<file path="src/hdl/ptcc_defines.vh">
`ifndef PTCC_DEFINES_VH
`define PTCC_DEFINES_VH

`define PTCC_NCH 4
`define PTCC_CW 16
`define PTCC_SELW 2
`define PTCC_SEL_RST 2'h0
`define PTCC_CNT_ZERO 16'h0000
`define PTCC_CNT_ONE 16'h0001
`define PTCC_DUAL_ZERO 17'h00000
`define PTCC_DUAL_ONE 17'h00001
`define PTCC_MODE_REPEAT 1'b0
`define PTCC_MODE_ONESHOT 1'b1

`endif

</file>
<file path="src/hdl/ptcc_channel.v">
`timescale 1ns/100ps
`include "ptcc_defines.vh"

// One counter block: run/stop, clear, compare B wrap, one-shot stop.
module ptcc_channel #(
  parameter CW = `PTCC_CW,
  parameter HALF_CAP = 1
) (
  input wire sys_clk,
  input wire sys_rst,
  input wire ce,
  input wire tick,
  input wire tick_fall,
  input wire run_set,
  input wire run_clr,
  input wire clr_req,
  input wire count_mode_sel,
  input wire [CW-1:0] compare_b_reg,
  output reg running,
  output reg clr_busy,
  output reg [CW-1:0] count_value,
  output reg [CW:0] dual_count,
  output reg cmp_b_evt
);

  wire hit_b = (count_value == compare_b_reg);

  always @(posedge sys_clk) begin
    if (sys_rst) begin
      running <= 1'b0;
      clr_busy <= 1'b0;
      count_value <= `PTCC_CNT_ZERO;
      dual_count <= `PTCC_DUAL_ZERO;
      cmp_b_evt <= 1'b0;
    end else if (ce) begin
      cmp_b_evt <= 1'b0;
      if (run_set)
        running <= 1'b1;
      else if (run_clr)
        running <= 1'b0;
      if (HALF_CAP != 0) begin
        // Clear waits for a count clock edge, busy flag shows progress
        if (clr_req)
          clr_busy <= 1'b1;
        else if (clr_busy && tick) begin
          clr_busy <= 1'b0;
          count_value <= `PTCC_CNT_ZERO;
          dual_count <= `PTCC_DUAL_ZERO;
        end
      end else if (clr_req) begin
        count_value <= `PTCC_CNT_ZERO;
        dual_count <= `PTCC_DUAL_ZERO;
      end
      if (running && !clr_busy && !clr_req) begin
        if (tick) begin
          if (hit_b) begin
            cmp_b_evt <= 1'b1;
            if (count_mode_sel == `PTCC_MODE_ONESHOT)
              running <= 1'b0;
            // Basic one-shot parks on its last count until cleared
            if (HALF_CAP != 0 || count_mode_sel != `PTCC_MODE_ONESHOT) begin
              count_value <= `PTCC_CNT_ZERO;
              dual_count <= `PTCC_DUAL_ZERO;
            end
          end else begin
            count_value <= count_value + `PTCC_CNT_ONE;
            dual_count <= dual_count + `PTCC_DUAL_ONE;
          end
        end else if (tick_fall && !hit_b) begin
          dual_count <= dual_count + `PTCC_DUAL_ONE;
        end
      end
    end
  end

endmodule

</file>
<file path="src/hdl/ptcc_top.v">
`timescale 1ns/100ps
`include "ptcc_defines.vh"


module ptcc_top #(
  parameter NCH = `PTCC_NCH,
  parameter CW = `PTCC_CW,
  parameter HALF_CAP = 1
) (
  input wire sys_clk,
  input wire sys_rst,
  input wire ce,
  input wire [NCH-1:0] count_clk_en,
  input wire [NCH-1:0] count_clk_fall_en,
  input wire shared_counter_mode,
  input wire [NCH-1:0] count_mode_sel,
  input wire [NCH-1:0] half_step_mode,
  input wire [NCH-1:0] run_wr,
  input wire [NCH-1:0] run_wdata,
  input wire [NCH-1:0] clear_wr,
  input wire [NCH*`PTCC_SELW-1:0] counter_select,
  input wire [NCH*CW-1:0] compare_a_reg,
  input wire [NCH*CW-1:0] compare_b_reg,
  output reg [NCH-1:0] counter_run,
  output reg [NCH-1:0] clear_busy,
  output reg [NCH*CW-1:0] count_value_reg,
  output reg [NCH-1:0] compare_a_evt,
  output reg [NCH-1:0] compare_b_evt
);

  ////////////////////////////////////////////////////////////////////////////
  // Helpers

  function [CW-1:0] pick_word;
    input [NCH*CW-1:0] bus;
    input [`PTCC_SELW-1:0] idx;
    integer k;
    begin
      pick_word = {CW{1'b0}};
      for (k = 0; k < NCH; k = k + 1)
        if (idx == k[`PTCC_SELW-1:0])
          pick_word = bus[k*CW +: CW];
    end
  endfunction

  function pick_bit;
    input [NCH-1:0] bus;
    input [`PTCC_SELW-1:0] idx;
    integer k;
    begin
      pick_bit = 1'b0;
      for (k = 0; k < NCH; k = k + 1)
        if (idx == k[`PTCC_SELW-1:0])
          pick_bit = bus[k];
    end
  endfunction

  ////////////////////////////////////////////////////////////////////////////
  // Counter blocks

  wire [NCH-1:0] running;
  wire [NCH-1:0] busy;
  wire [NCH*CW-1:0] cnt;
  wire [NCH*(CW+1)-1:0] dual; // Never reaches a port
  wire [NCH-1:0] b_evt;
  wire [NCH-1:0] tick;
  wire [NCH-1:0] tick_f;

  // Shared mode forces channel 0's clock onto every counter
  assign tick = shared_counter_mode ? {NCH{count_clk_en[0]}}
                                    : count_clk_en;
  assign tick_f = shared_counter_mode ? {NCH{count_clk_fall_en[0]}}
                                      : count_clk_fall_en;

  // Compare B per counter uses the comparator of the same channel;
  // cross routing picks the count a full-step comparator watches and the run bit gating it; half step uses its own dual count.
  genvar g;
  generate
    for (g = 0; g < NCH; g = g + 1) begin : gch
      ptcc_channel #(
        .CW(CW),
        .HALF_CAP(HALF_CAP)
      ) u_ch (
        .sys_clk(sys_clk),
        .sys_rst(sys_rst),
        .ce(ce),
        .tick(tick[g]),
        .tick_fall(tick_f[g] & (HALF_CAP != 0)),
        .run_set(run_wr[g] & run_wdata[g]),
        .run_clr(run_wr[g] & ~run_wdata[g]),
        .clr_req(clear_wr[g]),
        .count_mode_sel(count_mode_sel[g]),
        .compare_b_reg(compare_b_reg[g*CW +: CW]),
        .running(running[g]),
        .clr_busy(busy[g]),
        .count_value(cnt[g*CW +: CW]),
        .dual_count(dual[g*(CW+1) +: CW+1]),
        .cmp_b_evt(b_evt[g])
      );
    end
  endgenerate

  ////////////////////////////////////////////////////////////////////////////
  // Comparator side: routed counter, compare A source

  reg [NCH-1:0] next_a_evt;
  reg [NCH-1:0] prev_match;
  reg [NCH-1:0] next_match;
  integer i;
  reg [`PTCC_SELW-1:0] sel;
  reg [CW-1:0] rc;
  reg [CW-1:0] ca;
  reg [CW:0] rd;
  reg hs;

  always @* begin
    sel = `PTCC_SEL_RST;
    rc = {CW{1'b0}};
    ca = {CW{1'b0}};
    rd = {(CW+1){1'b0}};
    hs = 1'b0;
    next_a_evt = {NCH{1'b0}};
    next_match = {NCH{1'b0}};
    for (i = 0; i < NCH; i = i + 1) begin
      sel = counter_select[i*`PTCC_SELW +: `PTCC_SELW];
      rc = pick_word(cnt, sel);
      rd = dual[(i * (CW + 1)) +: CW + 1];
      ca = compare_a_reg[i*CW +: CW];
      hs = half_step_mode[i] && (HALF_CAP != 0);
      if (hs)
        next_match[i] = (rd[CW-1:0] == ca);
      else
        next_match[i] = (rc == ca);
      // Fire once per match entry, only while the counter is live
      next_a_evt[i] = next_match[i] && !prev_match[i]
                      && pick_bit(running, sel);
    end
  end

  ////////////////////////////////////////////////////////////////////////////
  // Registered outputs

  always @(posedge sys_clk) begin
    if (sys_rst) begin
      counter_run <= {NCH{1'b0}};
      clear_busy <= {NCH{1'b0}};
      count_value_reg <= {(NCH*CW){1'b0}};
      compare_a_evt <= {NCH{1'b0}};
      compare_b_evt <= {NCH{1'b0}};
      prev_match <= {NCH{1'b0}};
    end else if (ce) begin
      counter_run <= running;
      clear_busy <= busy;
      // Whole word registered at once so a read never tears
      count_value_reg <= cnt;
      compare_a_evt <= next_a_evt;
      compare_b_evt <= b_evt;
      prev_match <= next_match;
    end
  end

endmodule

</file>
<file path="config.mk">
export PLATFORM = sky130hd
export DESIGN_NAME = ptcc_top
export DESIGN_NICKNAME = d
export VERILOG_FILES = /design/src/hdl/ptcc_channel.v /design/src/hdl/ptcc_top.v
export VERILOG_INCLUDE_DIRS = /design/src /design/src/hdl
export SDC_FILE = /design/constraint.sdc
export NUM_CORES = 1
export LEC_CHECK = 0
export BUFFER_PORTS_ARGS = -buffer_cell sky130_fd_sc_hd__buf_2
export CORE_ASPECT_RATIO = 1.4
export CORE_MARGIN = 3
export CORE_UTILIZATION = 30
export DETAILED_ROUTE_END_ITERATION = 6
export GPL_TIMING_DRIVEN = 0
export PLACE_DENSITY_LB_ADDON = 0.25
export REMOVE_ABC_BUFFERS = 1
export SYNTH_ARGS = -nofsm -noshare
export SYNTH_HDL_FRONTEND = slang
export SYNTH_HIERARCHICAL = 1
export SYNTH_SLANG_ARGS = --single-unit
</file>
<file path="constraint.sdc">
create_clock -name sys_clk -period 5.2 [get_ports sys_clk]
set_input_delay 0.26 -clock sys_clk [delete_from_list [all_inputs] [get_ports sys_clk]]
set_output_delay 0.26 -clock sys_clk [all_outputs]
set_load 0.02 [all_outputs]
</file>
# After elaboration in Yosys (flattened, before gate mapping)
# Cells that the tools add are included.
[totals] ff_bits=228 in_bits=168 output_inout_bits=80
[classes] addsub=8 eq_ne=24 mux=126 n_bitwise=12 reduce_logical=52
[op_table] cell="two-way mux 16 bit" n=36
[op_table] cell="two-way mux 17 bit" n=24
[op_table] cell="== test 16 bit" n=12
[op_table] cell="adder 17 x 1 -> 17 bit (second input constant)" n=4
[op_table] cell="adder 16 x 1 -> 16 bit (second input constant)" n=4
[op_table] cell="two-way mux 1 bit" n=64
[op_table] cell="logical AND 1 bit" n=24
[op_table] cell="== test 2 bit (second input constant)" n=8
[op_table] cell="logical NOT 1 bit" n=16
[op_table] cell="AND 1 bit" n=8
[op_table] cell="== test 2 x 1 -> 1 bit (second input constant)" n=4
[op_table] cell="logical NOT 2 bit" n=4
[op_table] cell="two-way mux 4 bit" n=2
[op_table] cell="AND reduction 2 bit" n=4
[op_table] cell="nonzero test 2 bit" n=4
[op_table] cell="inverter 1 bit" n=4

# Depth between registers and ports, before layout
[depth] ltp_word=9 depth_mapped=9 ltp_nobuf=7

# Cells and area by module
# The synthesis kept the hierarchy.
[modules_own_cells] mod="ptcc_channel" n_inst=4 cells_each=293 area_per_inst_um2=2443.6
[modules_own_cells] mod="ptcc_top" n_inst=1 cells_each=703 area_per_inst_um2=6718.9

# Worst setup path after synthesis
# Ideal clock, no wire load.
[synth_timing] path_type="input port to flip-flop" start="input port counter_select[6]" end="register compare_a_evt[3]" arrival_ns=1.870 slack_ns=3.246 cell_stages=7 n_path_buf=1 cell_sequence="buf_6 -> mux4_2 -> mux2i_1 -> xor2_1 -> nand3_1 -> or4_4 -> o31ai_2"
[synth_between] elab_chain_cells=9 word_cells_on_any_way=16 cone_classes="eq/ne (4); mux (9); reduce/logical (3)"
[synth_lines] element="start: declaration" line="ptcc_top.v:21" text="input wire [NCH*`PTCC_SELW-1:0] counter_select,"
[synth_lines] element="logical NOT 2 bit" line="ptcc_top.v:41, ptcc_top.v:53"
[synth_lines] element="two-way mux 16 bit (4 in series)" line="ptcc_top.v:41" text="if (idx == k[`PTCC_SELW-1:0])"
[synth_lines] element="== test 16 bit" line="ptcc_top.v:133" text="next_match[i] = (rc == ca);"
[synth_lines] element="two-way mux 1 bit" line="ptcc_top.v:130" text="if (hs)"
[synth_lines] element="logical AND 1 bit" line="ptcc_top.v:135" text="next_a_evt[i] = next_match[i] && !prev_match[i]"
[synth_lines] element="logical AND 1 bit (*)" line="ptcc_top.v:136" text="&& pick_bit(running, sel);"
[synth_lines] element="end signal: assignment" line="ptcc_top.v:148" text="compare_a_evt <= {NCH{1'b0}};"
[synth_lines] element="end signal: assignment" line="ptcc_top.v:156" text="compare_a_evt <= next_a_evt;"
[synth_lines] element="end: declaration" line="ptcc_top.v:27" text="output reg [NCH-1:0] compare_a_evt,"
# Mark *: on every way between the ends. The rest lies on a longest branch, timed or not.
# A chain may end at the register's enable or synchronous reset.

# Worst setup path in the final report
[layout_timing] start="register gch[2].u_ch.count_value[6]" end="register gch[2].u_ch.dual_count[6]"
[layout_between] elab_chain_cells=6 word_cells_on_any_way=7 cone_classes="eq/ne (1); mux (4); reduce/logical (2)"
[layout_lines] element="start: declaration" line="ptcc_channel.v:21" text="output reg [CW-1:0] count_value,"
[layout_lines] element="start signal: assignment" line="ptcc_channel.v:32" text="count_value <= `PTCC_CNT_ZERO;"
[layout_lines] element="start signal: assignment" line="ptcc_channel.v:47" text="count_value <= `PTCC_CNT_ZERO;"
[layout_lines] element="start signal: assignment" line="ptcc_channel.v:51" text="count_value <= `PTCC_CNT_ZERO;"
[layout_lines] element="== test 16 bit (*)" line="ptcc_channel.v:26" text="wire hit_b = (count_value == compare_b_reg);"
[layout_lines] element="logical NOT 1 bit" line="ptcc_channel.v:69" text="end else if (tick_fall && !hit_b) begin"
[layout_lines] element="logical AND 1 bit" line="ptcc_channel.v:69"
[layout_lines] element="two-way mux 17 bit" line="ptcc_channel.v:69"
[layout_lines] element="two-way mux 17 bit (*)" line="ptcc_channel.v:55" text="if (tick) begin"
[layout_lines] element="two-way mux 17 bit (*)" line="ptcc_channel.v:54" text="if (running && !clr_busy && !clr_req) begin"
[layout_lines] element="end signal: assignment" line="ptcc_channel.v:52" text="dual_count <= `PTCC_DUAL_ZERO;"
[layout_lines] element="end signal: assignment" line="ptcc_channel.v:67" text="dual_count <= dual_count + `PTCC_DUAL_ONE;"
[layout_lines] element="end signal: assignment" line="ptcc_channel.v:70" text="dual_count <= dual_count + `PTCC_DUAL_ONE;"
[layout_lines] element="end: declaration" line="ptcc_channel.v:22" text="output reg [CW:0] dual_count,"
# Marked as above.

==> impl_metrics.env <==
export IMPL_path_class="flip-flop to flip-flop"
export IMPL_cts_max_path_buffers=3
export IMPL_firstDrtPassIters=6
export IMPL_cts_tree="built"
export IMPL_pin_count=248
export IMPL_grt_usage_pct=21.0
export IMPL_wl_met1_mm=25.0
export IMPL_core_area_mm2=0.0532
export IMPL_drt_total_wl_mm=62.7
export IMPL_final_min_clock_period_ps=3000
export IMPL_route_vias_total=15400
export IMPL_rsz0062_at_grt="false"
export IMPL_nFillCells=5512
export IMPL_crit_path_end_kind="flip-flop"
export IMPL_grt_start_max_net_pins=106
export IMPL_layout_drive_gt1_share_pct=20.2
export IMPL_cts_buffers=27
export IMPL_dp_cells=2660
export IMPL_nNetsFinal=2154
export IMPL_netlist_area_mm2=0.0162
export IMPL_r2r_start="gch[2].u_ch/count_value[6]"
export IMPL_path_cells="xor2_1 -> nor4_4 -> nand4_4 -> a41o_1 -> o221ai_1"
export IMPL_cts_resized=0
export IMPL_vdd_drop_max_v=0.000222
export IMPL_antenna_found_initial=12
export IMPL_leakagePower_uw=0.00711
export IMPL_syn2layout_area_growth_pct=15.4
export IMPL_clk_latency_ps=560
export IMPL_grt_pass1_wl_mm=92.8
export IMPL_wl_per_cell_um=23.1
export IMPL_endpoint="gch[2].u_ch/dual_count[6]"
export IMPL_relSlewSlack_pct=24.7
export IMPL_met2WireLength_mm=30.5
export IMPL_synth_cells=1831
export IMPL_clock_skew_ps=17.2
export IMPL_syn_area_per_cell_um2=8.83
export IMPL_critPathTopFamily="flip-flops"
export IMPL_dr_max_layer_used="met5"
export IMPL_rows=100
export IMPL_hold_viol_final=0
export IMPL_tightestPinTransition_ps=1120
export IMPL_post_drt_via_cell_ratio=5.67
export IMPL_fmax_mhz=333
export IMPL_first_iter_violations=1226
export IMPL_cp_arrival_ps=3460
export IMPL_die_area_mm2=0.0567
export IMPL_outcome="finished, final reports clean"
export IMPL_cts_root_buf="clkbuf_16"
export IMPL_grt_overflow=0
export IMPL_crit_path_max_incr_delay_ps=920
export IMPL_clock_sinks=224
export IMPL_htree_levels=1
export IMPL_cp_slowest_cell="dfxtp_1"
export IMPL_drv_cap=0
export IMPL_start_util_pct=30.4
export IMPL_cp_max_fo=41
export IMPL_stdcell_count=2715
export IMPL_finalPower_uw=4180
export IMPL_r2r_slack_ps=2200
export IMPL_place_congestion=0.870
export IMPL_cp_start_kind="flip-flop"
export IMPL_die_w_um=202
export IMPL_report_final_setup_viol=0
export IMPL_worst_path_buf_inv=0
export IMPL_cp_required_ps=5660
export IMPL_final_cell_mix="buf_2 (245), dfxtp_1 (224), mux2i_1 (167)"
export IMPL_cp_num_cells=5
export IMPL_dieHeight_um=281
export IMPL_tns_ps=0
export IMPL_final_max_slew_viol_count=0
export IMPL_hold_path_class="input port to flip-flop"
export IMPL_clk_pin_slew_ps=60
export IMPL_first_global_vias=14900
export IMPL_r2r_end="gch[2].u_ch/dual_count[6]"
export IMPL_place_hpwl_mm=44.6
export IMPL_dr_wl_met3_mm=4.58
export IMPL_place_port_buffers=247
export IMPL_antenna_left=0
export IMPL_final_common_cell="buf_2"
export IMPL_fin_crit_sh_pct=57.7
export IMPL_reg2reg_depth=5
export IMPL_yosys_warnings=6
export IMPL_setup_worst_path_start="gch[2].u_ch/count_value[6]"
export IMPL_drc_errors=0
export IMPL_power_density_mw_per_mm2=224
==> area by class of cell <==
type                    count  area (um^2)  share of cell area (%)
multi-input cells        1413        10800                    57.9
flip-flops and latches    224         4480                    24.1
repair buffers            252         1340                    7.17
well taps                 714          893                    4.79
clock buffers              38          747                    4.01
inverters                  60          225                    1.21
clock inverters             9          153                   0.819
diodes                      5         12.5                  0.0671
==> metrics by stage <==
stage	hold slack, ps	util, %	cell area (um^2)	setup WS [ps]
floorplan	325	-	15500	2990
global placement	428	33.1	17600	-701
detailed placement	436	33.3	17700	1790
CTS	6.39	35.0	18600	2230
global route	62.8	35.1	18600	2040
finish	25.8	35.1	18600	2200
==> tightest hold or removal path, cell delays in order <==
cell and delay (ps):
buf_2 90, nand3_1 60, nor2_1 80, nor3_1 40
==> how the worst min path moves through the flow <==
stage                                  from                    endpoint  slack (ps)  depth (start not counted)
after floorplan                     sys_rst  gch[0].u_ch/dual_count[15]         320                          1
after global placement        prev_match[3]               prev_match[3]         430                          2
after detailed placement      prev_match[3]               prev_match[3]         440                          2
after CTS                 count_mode_sel[1]         gch[1].u_ch/running           6                          4
after global routing      compare_a_reg[63]            compare_a_evt[3]          60                          4
final                     count_mode_sel[1]         gch[1].u_ch/running          30                          4
==> power by group <==
group | switching (uW) | total, uW | leakage [uW] | internal, uW
clock | 794 | 1990 | 0.000441 | 1190
sequential | 17.5 | 1740 | 0.00181 | 1720
combinational | 272 | 451 | 0.00487 | 179
total | 1080 | 4180 | 0.00711 | 3100
==> layer usage <==
layer  global-route usage [%]  up-vias
li1                         -     7144
met1                     25.5     7479
met2                     36.9      620
met3                     3.88      130
met4                     7.98       14
met5                        0        -
==> repair_timing <==
item | 4_1_cts | 5_1_grt
hold buffers | 3 | 0
endpoints found under the setup margin | 0 | 0
endpoints found under the hold margin | 3 | 0
buffers inserted | 0 | 0
(Power assumes the default switching activity.)
